File: config.mk
export PLATFORM = sky130hd
export DESIGN_NAME = daoc_top
export DESIGN_NICKNAME = d
export VERILOG_FILES = /design/src/rtl/daoc_pkg.sv /design/src/rtl/daoc_fifo_if.sv /design/src/rtl/daoc_fifo.sv /design/src/rtl/daoc_top.sv
export SDC_FILE = /design/constraint.sdc
export NUM_CORES = 1
export LEC_CHECK = 0
export BUFFER_PORTS_ARGS = -buffer_cell sky130_fd_sc_hd__buf_2
export CAP_MARGIN = 20
export CORE_MARGIN = 1.5
export CORE_UTILIZATION = 50
export DETAILED_ROUTE_END_ITERATION = 8
export PLACE_DENSITY = 0.75
export SETUP_SLACK_MARGIN = 0.3
export SYNTH_ARGS = -nofsm -noshare
export SYNTH_HDL_FRONTEND = slang
export SYNTH_HIERARCHICAL = 1
export SYNTH_SLANG_ARGS = --single-unit
export TNS_END_PERCENT = 1
File: constraint.sdc
create_clock -name mclk -period 3.3 [get_ports mclk]
set_input_delay 0.495 -clock mclk [delete_from_list [all_inputs] [get_ports mclk]]
set_output_delay 0.495 -clock mclk [all_outputs]
set_load 0.01 [all_outputs]
File: src/rtl/daoc_pkg.sv
// shared constants and types of the dual converter control block
package daoc_pkg;
    localparam int unsigned DATA_W     = 10;
    localparam int unsigned RAW_W      = 12;
    localparam int unsigned WORD_W     = 2 * DATA_W;
    localparam int unsigned FIFO_DEPTH = 16;
    localparam int unsigned LEVEL_W    = 5;
    localparam int unsigned WAKE_W     = 20;
    localparam int unsigned ADDR_W     = 12;

    // register byte addresses
    localparam logic [ADDR_W-1:0] ADDR_CTRL   = 12'h000;
    localparam logic [ADDR_W-1:0] ADDR_STATUS = 12'h004;
    localparam logic [ADDR_W-1:0] ADDR_LAST   = 12'h008;

    // control register fields
    localparam int unsigned CTRL_FMT_BIT  = 0;
    localparam int unsigned CTRL_GAIN_BIT = 1;
    localparam int unsigned CTRL_STANDBY_REQUEST_BIT = 2;
    localparam int unsigned CTRL_PD_BIT   = 3;
    localparam int unsigned CTRL_OS_BIT   = 4;
    localparam int unsigned CTRL_W        = 5;
    localparam logic [CTRL_W-1:0] CTRL_RESET = 5'h10;

    // status register fields
    localparam int unsigned STAT_MODE_LSB  = 0;
    localparam int unsigned STAT_LEVEL_LSB = 4;
    localparam int unsigned STAT_OVR_LSB   = 16;
    localparam int unsigned OVR_W          = 8;

    // output codes, two's complement view; offset binary flips the top bit
    localparam logic [DATA_W-1:0] CODE_TC_MAX  = 10'h1ff;
    localparam logic [DATA_W-1:0] CODE_TC_MIN  = 10'h200;
    localparam logic [DATA_W-1:0] CODE_OB_MID  = 10'h200;
    localparam logic [DATA_W-1:0] CODE_MSB     = 10'h200;
    localparam logic [DATA_W-1:0] CODE_ZERO    = 10'h000;

    // raw input: signed, half the reference voltage is 2048 counts
    localparam int unsigned GAIN_HI_SHIFT = 2;
    localparam int unsigned GAIN_LO_SHIFT = 1;

    typedef enum logic [1:0] {
        MODE_RUN,
        MODE_STANDBY_REQUEST,
        MODE_PD,
        MODE_WAKE
    } daoc_mode_t;
endpackage : daoc_pkg

File: src/rtl/daoc_fifo_if.sv
// stream carrier between the converter core and its sample buffer
`timescale 1ns/1ps
`default_nettype none
interface daoc_fifo_if #(parameter int unsigned W = 20, parameter int unsigned LW = 5);
    logic          in_valid;
    logic          in_ready;
    logic [W-1:0]  in_data;
    logic          out_valid;
    logic          out_ready;
    logic [W-1:0]  out_data;
    logic [LW-1:0] level;

    modport store (input in_valid, in_data, out_ready,
                   output in_ready, out_valid, out_data, level);
    modport user  (output in_valid, in_data, out_ready,
                   input in_ready, out_valid, out_data, level);
endinterface : daoc_fifo_if
`default_nettype wire

File: src/rtl/daoc_fifo.sv
// sample buffer with registered read data
`timescale 1ns/1ps
`default_nettype none
module daoc_fifo #(
    parameter int unsigned W     = 20,
    parameter int unsigned DEPTH = 16,
    parameter int unsigned LW    = 5
) (
    input  wire logic  mclk,
    input  wire logic  rst_n,
    daoc_fifo_if.store bus
);
    localparam int unsigned AW = $clog2(DEPTH);
    localparam logic [AW:0] FULL_CNT = (AW+1)'(DEPTH);

    logic [W-1:0]  mem_q [DEPTH];
    logic [AW-1:0] wr_ptr_q;
    logic [AW-1:0] rd_ptr_q;
    logic [AW:0]   cnt_q;
    logic          out_valid_q;
    logic [W-1:0]  out_data_q;

    wire logic push = bus.in_valid & bus.in_ready;
    wire logic load = (cnt_q != '0) & (~out_valid_q | bus.out_ready);

    // the output register counts toward the depth, so at most DEPTH words are held
    assign bus.in_ready  = ((cnt_q + (AW+1)'(out_valid_q)) != FULL_CNT);
    assign bus.out_valid = out_valid_q;
    assign bus.out_data  = out_data_q;
    assign bus.level     = LW'(cnt_q) + LW'(out_valid_q);

    always_ff @(posedge mclk)
    begin
        if (push)
        begin
            mem_q[wr_ptr_q] <= bus.in_data;
        end
    end

    always_ff @(posedge mclk or negedge rst_n)
    begin
        if (!rst_n)
        begin
            wr_ptr_q    <= '0;
            rd_ptr_q    <= '0;
            cnt_q       <= '0;
            out_valid_q <= 1'b0;
            out_data_q  <= '0;
        end
        else
        begin
            wr_ptr_q <= wr_ptr_q + AW'(push);
            rd_ptr_q <= rd_ptr_q + AW'(load);
            cnt_q    <= cnt_q + (AW+1)'(push) - (AW+1)'(load);
            if (load)
            begin
                out_valid_q <= 1'b1;
                out_data_q  <= mem_q[rd_ptr_q];
            end
            else if (bus.out_ready)
            begin
                out_valid_q <= 1'b0;
            end
        end
    end
endmodule // daoc_fifo
`default_nettype wire

File: src/rtl/daoc_top.sv
// dual converter output formatting, power modes and output buses
//
// Local design decisions: the APB register port and the register addresses.
`timescale 1ns/1ps
`default_nettype none
module daoc_top
    import daoc_pkg::*;
#(
    parameter int unsigned STANDBY_REQUEST_WAKE_CYCLES = 100,
    parameter int unsigned PD_WAKE_CYCLES   = 125000
) (
    input  wire logic                     mclk,
    input  wire logic                     rst_n,
    input  wire logic                     psel,
    input  wire logic                     penable,
    input  wire logic                     pwrite,
    input  wire logic [ADDR_W-1:0]        paddr,
    input  wire logic [31:0]              pwdata,
    output logic      [31:0]              prdata,
    output logic                          pready,
    output logic                          pslverr,
    input  wire logic                     sample_clk,
    input  wire logic signed [RAW_W-1:0]  raw_i,
    input  wire logic signed [RAW_W-1:0]  raw_q,
    output logic      [DATA_W-1:0]        i_bus,
    output logic      [DATA_W-1:0]        q_bus,
    output logic                          bus_valid,
    output logic                          bus_is_q,
    input  wire logic                     bus_ready
);
    localparam logic [WAKE_W-1:0] STANDBY_REQUEST_WAKE = WAKE_W'(STANDBY_REQUEST_WAKE_CYCLES);
    localparam logic [WAKE_W-1:0] PD_WAKE   = WAKE_W'(PD_WAKE_CYCLES);

    daoc_fifo_if #(.W(WORD_W), .LW(LEVEL_W)) fifo_bus ();

    logic [CTRL_W-1:0] ctrl_q;
    logic [WORD_W-1:0] last_q;
    logic [OVR_W-1:0]  ovr_q;
    daoc_mode_t        mode_q;
    daoc_mode_t        mode_d;
    logic [WAKE_W-1:0] wake_q;
    logic [WAKE_W-1:0] wake_d;
    logic              sclk_q;
    logic              phase_q;
    logic [31:0]       prdata_q;
    logic              pready_q;
    logic              pslverr_q;
    logic [DATA_W-1:0] i_bus_q;
    logic [DATA_W-1:0] q_bus_q;
    logic              bus_valid_q;
    logic              bus_is_q_q;

    // control decode
    wire logic fmt_tc  = ctrl_q[CTRL_FMT_BIT];
    wire logic gain_hi = ctrl_q[CTRL_GAIN_BIT];
    wire logic standby_request    = ctrl_q[CTRL_STANDBY_REQUEST_BIT];
    wire logic pd      = ctrl_q[CTRL_PD_BIT];
    wire logic os_par  = ctrl_q[CTRL_OS_BIT];

    // apb decode; two-cycle access, pready raised in the second
    wire logic apb_acc  = psel & penable & ~pready_q;
    wire logic apb_done = psel & penable & pready_q;
    wire logic hit_ctrl = (paddr == ADDR_CTRL);
    wire logic hit_stat = (paddr == ADDR_STATUS);
    wire logic hit_last = (paddr == ADDR_LAST);
    wire logic hit_any  = hit_ctrl | hit_stat | hit_last;
    wire logic ctrl_wr  = apb_done & pwrite & hit_ctrl & ~pslverr_q;

    wire logic [31:0] stat_word = (32'(mode_q) << STAT_MODE_LSB)
                                | (32'(fifo_bus.level) << STAT_LEVEL_LSB)
                                | (32'(ovr_q) << STAT_OVR_LSB);
    wire logic [31:0] rd_word   = hit_ctrl ? 32'(ctrl_q)
                                : hit_stat ? stat_word
                                : hit_last ? 32'(last_q)
                                : 32'h0000_0000;

    // sampling strobe: falling edge of the sample clock while running
    wire logic sclk_fall = sclk_q & ~sample_clk;
    wire logic running   = (mode_q == MODE_RUN);
    wire logic convert   = sclk_fall & running;
    wire logic push      = convert & fifo_bus.in_ready;
    wire logic overrun   = convert & ~fifo_bus.in_ready;

    // per-channel scaling, clipping and formatting
    wire logic [DATA_W-1:0] code [2];
    wire logic signed [RAW_W-1:0] raw_ch [2];
    assign raw_ch[0] = raw_i;
    assign raw_ch[1] = raw_q;

    genvar ch;
    generate
        for (ch = 0; ch < 2; ch++)
        begin : g_chan
            wire logic signed [RAW_W-1:0] hi_s = raw_ch[ch] >>> GAIN_HI_SHIFT;
            wire logic signed [RAW_W-1:0] lo_s = raw_ch[ch] >>> GAIN_LO_SHIFT;
            wire logic signed [RAW_W-1:0] sc   = gain_hi ? hi_s : lo_s;
            wire logic over  = (sc > $signed(RAW_W'(CODE_TC_MAX)));
            wire logic under = (sc < -$signed(RAW_W'(CODE_MSB)));
            // gain low halves the input span, so clip to the 10-bit range
            wire logic [DATA_W-1:0] tc = over  ? CODE_TC_MAX
                                       : under ? CODE_TC_MIN
                                       : sc[DATA_W-1:0];
            assign code[ch] = fmt_tc ? tc : (tc ^ CODE_MSB);
        end
    endgenerate

    assign fifo_bus.in_valid = convert;
    assign fifo_bus.in_data  = {code[0], code[1]};

    // output stage drains only in run mode, so held results stay put
    wire logic out_go   = running & fifo_bus.out_valid & bus_ready;
    wire logic mux_last = ~os_par & phase_q;
    assign fifo_bus.out_ready = out_go & (os_par | phase_q);

    // power mode sequencing; power-down has precedence over standby
    always_comb
    begin
        mode_d = mode_q;
        wake_d = wake_q;
        case (mode_q)
            MODE_RUN, MODE_WAKE:
            begin
                if (pd)
                begin
                    mode_d = MODE_PD;
                end
                else if (standby_request)
                begin
                    mode_d = MODE_STANDBY_REQUEST;
                end
                else if (mode_q == MODE_WAKE)
                begin
                    wake_d = wake_q - WAKE_W'(1);
                    if (wake_q <= WAKE_W'(1))
                    begin
                        mode_d = MODE_RUN;
                    end
                end
            end
            MODE_STANDBY_REQUEST:
            begin
                if (pd)
                begin
                    mode_d = MODE_PD;
                end
                else if (!standby_request)
                begin
                    mode_d = MODE_WAKE;
                    wake_d = STANDBY_REQUEST_WAKE;
                end
            end
            MODE_PD:
            begin
                if (!pd)
                begin
                    mode_d = standby_request ? MODE_STANDBY_REQUEST : MODE_WAKE;
                    wake_d = PD_WAKE;
                end
            end
            default:
            begin
                mode_d = MODE_PD;
            end
        endcase
    end

    always_ff @(posedge mclk or negedge rst_n)
    begin
        if (!rst_n)
        begin
            mode_q <= MODE_PD;
            wake_q <= '0;
            sclk_q <= 1'b0;
        end
        else
        begin
            mode_q <= mode_d;
            wake_q <= wake_d;
            sclk_q <= sample_clk;
        end
    end

    always_ff @(posedge mclk or negedge rst_n)
    begin
        if (!rst_n)
        begin
            ctrl_q    <= CTRL_RESET;
            prdata_q  <= '0;
            pready_q  <= 1'b0;
            pslverr_q <= 1'b0;
        end
        else
        begin
            pready_q  <= apb_acc;
            pslverr_q <= apb_acc & ~hit_any;
            prdata_q  <= apb_acc & ~pwrite ? rd_word : 32'h0000_0000;
            if (ctrl_wr)
            begin
                ctrl_q <= pwdata[CTRL_W-1:0];
            end
        end
    end

    always_ff @(posedge mclk or negedge rst_n)
    begin
        if (!rst_n)
        begin
            last_q <= '0;
            ovr_q  <= '0;
        end
        else
        begin
            if (push)
            begin
                last_q <= fifo_bus.in_data;
            end
            if (overrun && ovr_q != '1)
            begin
                ovr_q <= ovr_q + OVR_W'(1);
            end
        end
    end

    always_ff @(posedge mclk or negedge rst_n)
    begin
        if (!rst_n)
        begin
            i_bus_q     <= '0;
            q_bus_q     <= '0;
            bus_valid_q <= 1'b0;
            bus_is_q_q  <= 1'b0;
            phase_q     <= 1'b0;
        end
        else
        begin
            bus_valid_q <= out_go;
            if (!os_par)
            begin
                q_bus_q <= CODE_ZERO;
            end
            if (out_go)
            begin
                bus_is_q_q <= mux_last;
                phase_q    <= ~os_par & ~phase_q;
                if (os_par)
                begin
                    i_bus_q <= fifo_bus.out_data[WORD_W-1:DATA_W];
                    q_bus_q <= fifo_bus.out_data[DATA_W-1:0];
                end
                else
                begin
                    i_bus_q <= phase_q ? fifo_bus.out_data[DATA_W-1:0]
                                       : fifo_bus.out_data[WORD_W-1:DATA_W];
                end
            end
        end
    end

    daoc_fifo #(.W(WORD_W), .DEPTH(FIFO_DEPTH), .LW(LEVEL_W)) u_fifo (
        .mclk  (mclk),
        .rst_n (rst_n),
        .bus   (fifo_bus)
    );

    assign prdata    = prdata_q;
    assign pready    = pready_q;
    assign pslverr   = pslverr_q;
    assign i_bus     = i_bus_q;
    assign q_bus     = q_bus_q;
    assign bus_valid = bus_valid_q;
    assign bus_is_q  = bus_is_q_q;
endmodule // daoc_top
`default_nettype wire

==> impl_metrics.tcl <==
set metrics [dict create \
    crit_start "u_fifo/bus.out_valid" \
    gp_congestion 0.820 \
    skew_ps 20.0 \
    yosysMostFrequentCell "edfxtp_1" \
    synthMuxAreaShare 0.123 \
    antenna_found_initial 0 \
    cts_buffer_depth 3 \
    leakage_nw 8.21 \
    dr.first_iter.drc_count 920 \
    synthAdderAreaFrac 0.0149 \
    via_per_inst 5.86 \
    syn_avg_cell_area_sq_um 16.0 \
    ys.flop_type "edfxtp_1" \
    hp-class "in -> reg" \
    critPathCaptureType "flip-flop" \
    synth-edff-count 320 \
    reg2reg_slack_ps 450 \
    slew_violations 0 \
    coreArea_sq_um 37500 \
    critPathRequiredTime_ps 3810 \
    rsz0062_at_grt "yes" \
    ys_warn_count 6 \
    setup_ws_ps 453 \
    chipWidth_um 198 \
    clk_latency_ps 590 \
    cap_violations 0 \
    num_vias 10971 \
    reg2reg_from "u_fifo/bus.out_valid" \
    synth_common_cells "320 x edfxtp_1, 137 x dfrtp_1, 96 x nand2_1, 78 x mux4_2, 59 x nor2_1" \
    worstPathArrival_ps 3360 \
    cts_inserted_buffers 46 \
    nets 1420 \
    crit_path_start_kind "flip-flop" \
    ir_worst_vdd_mv 0.456 \
    clk_pin_slew_worst_paths_ps 60 \
    drc_errors 0 \
    synth-simple-area-share 0.0757 \
    path_class "reg -> reg" \
    gr-usage-all-layers 0.217 \
    grt_max_degree 72 \
    start_util 0.506 \
    rows 71 \
    drive_gt1_frac 0.269 \
    cts_tree "built" \
    drt_pass1_iterations 5 \
    min_period_ps 2850 \
    grt_pass1_vias 10804 \
    setup_violations 0 \
    pre_cts_slack_ps 324 \
    cts_max_level 2 \
    r2r_end "u_fifo/cnt_q[4]" \
    power_density_nw_per_um2 798 \
    synth_top_area_frac 0.507 \
    cts-root-buf "clkbuf_16" \
    yosys.area.top_type "edfxtp_1" \
    tightest_slew_ps 829 \
    die_h_um 198 \
    fmax_mhz 351 \
    fin_setup_tns_ps 0 \
    yosysSeqAreaShare 0.691 \
    synth.top_cells.by_area "edfxtp_1 51%, dfrtp_1 18%, mux4_2 9.3%" \
    antenna_cells 0 \
    synth_top_family_by_area "multiplexers" \
    clock-sinks 459 \
    synth.distinct_cells 68 \
    io_buffers 93 \
    dp_hpwl_um 25400 \
    hold_violations 0 \
    syn_area_sq_um 19000 \
    outcome "finished, final reports clean" \
    io_pins 131 \
    area_delta_synth_final_pct 15.6 \
    drt_wl_total_um 41100 \
    relSlewSlack 0.447 \
    routedWlPerCell_um 22.0 \
    die_area_sq_um 39100 \
    async_reset_ff_frac 0.303 \
    grt_pass1_wl_um 63300 \
    cp_max_fo 4 \
    synth_compound_area_frac 0.0639 \
    r2r_cells 12 \
    grt-ovfl-total 0 \
    ant_nets 0 \
    synth_seq_cells 459 \
    syn_inst 1182 \
    fin_crit_sh 0.863 \
    endpoint "u_fifo/cnt_q[4]" \
    synthXorXnorAreaFrac 0.00924 \
]
area by class of cell:
| type | count | area [sq um] |
|---|---|---|
| clock buffer | 67 | 1300 |
| clock inverter | 19 | 268 |
| fill | 2812 | 15600 |
| inverter | 22 | 82.6 |
| multi-input combinational | 636 | 5520 |
| sequential | 459 | 13100 |
| tap | 511 | 639 |
| timing repair buffer | 158 | 1000 |
placed cells by master (no fill, tap or decap), types with 25 or more instances in the layout:
| cell type | count |
|---|---|
| mux2i_1 | 28 |
| nor2_1 | 59 |
| mux2_2 | 26 |
| o21ai_0 | 41 |
| clkbuf_16 | 47 |
| buf_4 | 61 |
| dfrtp_1 | 133 |
| edfxtp_1 | 320 |
| nand2_1 | 96 |
| buf_2 | 92 |
| o31ai_1 | 30 |
| mux4_2 | 78 |
| nor2b_1 | 25 |
timing repair:
action	4_1_cts	5_1_grt
endpoints found under the setup margin	0	28
buffers inserted	0	1
hold endpoints to repair	66	0
resized for setup	0	9
hold buffers	1	0
worst max-delay path, stage by stage, from the launching register on:
cell and delay [ps]:
dfrtp_2 400, ha_2 200, ha_2 210, nand2_1 90
or3_4 350, a2111oi_4 410, nor2b_2 100, ha_1 220
fa_2 370, a21oi_2 140, nor2_1 50, nor2_1 110
xnor2_1 120
through the flow:
step                      hold slack [ps]  total power [W]  cells  utilization  instance area (sq um)
after floorplan                       199           0.0108   1189            -                  19000
after global placement                459           0.0120   1782        0.541                  20300
after detailed placement              466           0.0122   1783        0.541                  20300
after CTS                            36.4           0.0176   1870        0.583                  21900
after global routing                 46.5           0.0183   1872        0.584                  21900
final                                53.7           0.0175   1872        0.584                  21900
routing by layer:
metal,track usage,part of all wire,vias up,routed length [um]
met3,0.0384,0.077,75,3150
li1,-,-,4841,-
met5,0,0,-,0
met1,0.313,0.43,5566,17700
met4,0.0701,0.025,0,1020
met2,0.339,0.47,489,19200
power breakdown:
part	total [W]	switching (W)	internal, W
clock	0.00536	0.00219	0.00316
sequential	0.00743	0.000640	0.00679
combinational	0.00470	0.00252	0.00218
flip-flops by register name, indices dropped and copies added, names as in the netlist, 2 cells and up:
signal and flops:
last_q 20, mode_q 2, q_bus 10, ovr_q 8, u_fifo/bus.out_data 20, i_bus 10
prdata 24, u_fifo/wr_ptr_q 4, u_fifo/rd_ptr_q 4, u_fifo/cnt_q 5, wake_q 20, u_fifo/mem_q 320
ctrl_q 5
cells by family (layout without fill, tap and decap cells):
| logic type | Yosys count | after routing |
|---|---|---|
| AO/OA/AOI/OAI | 177 | 177 |
| XOR/XNOR | 20 | 20 |
| adder cells (fa/ha/maj) | 22 | 22 |
| buffers and inverters | 94 | 266 |
| flip-flops | 459 | 459 |
| multiplexers | 132 | 132 |
| other | 1 | 8 |
| AND/OR/NAND/NOR | 277 | 277 |
how the worst min path moves through the flow:
stage,start,endpoint,slack [ps],cells past startpoint
global placement,i_bus[3],i_bus[3],460,2
finish,sample_clk,sclk_q,50,1
global route,sample_clk,sclk_q,50,1
floorplan,rst_n,bus_is_q,200,0
CTS,sample_clk,sclk_q,40,1
detailed placement,i_bus[7],i_bus[7],470,2
No activity file was read; power rests on OpenSTA's default activity.
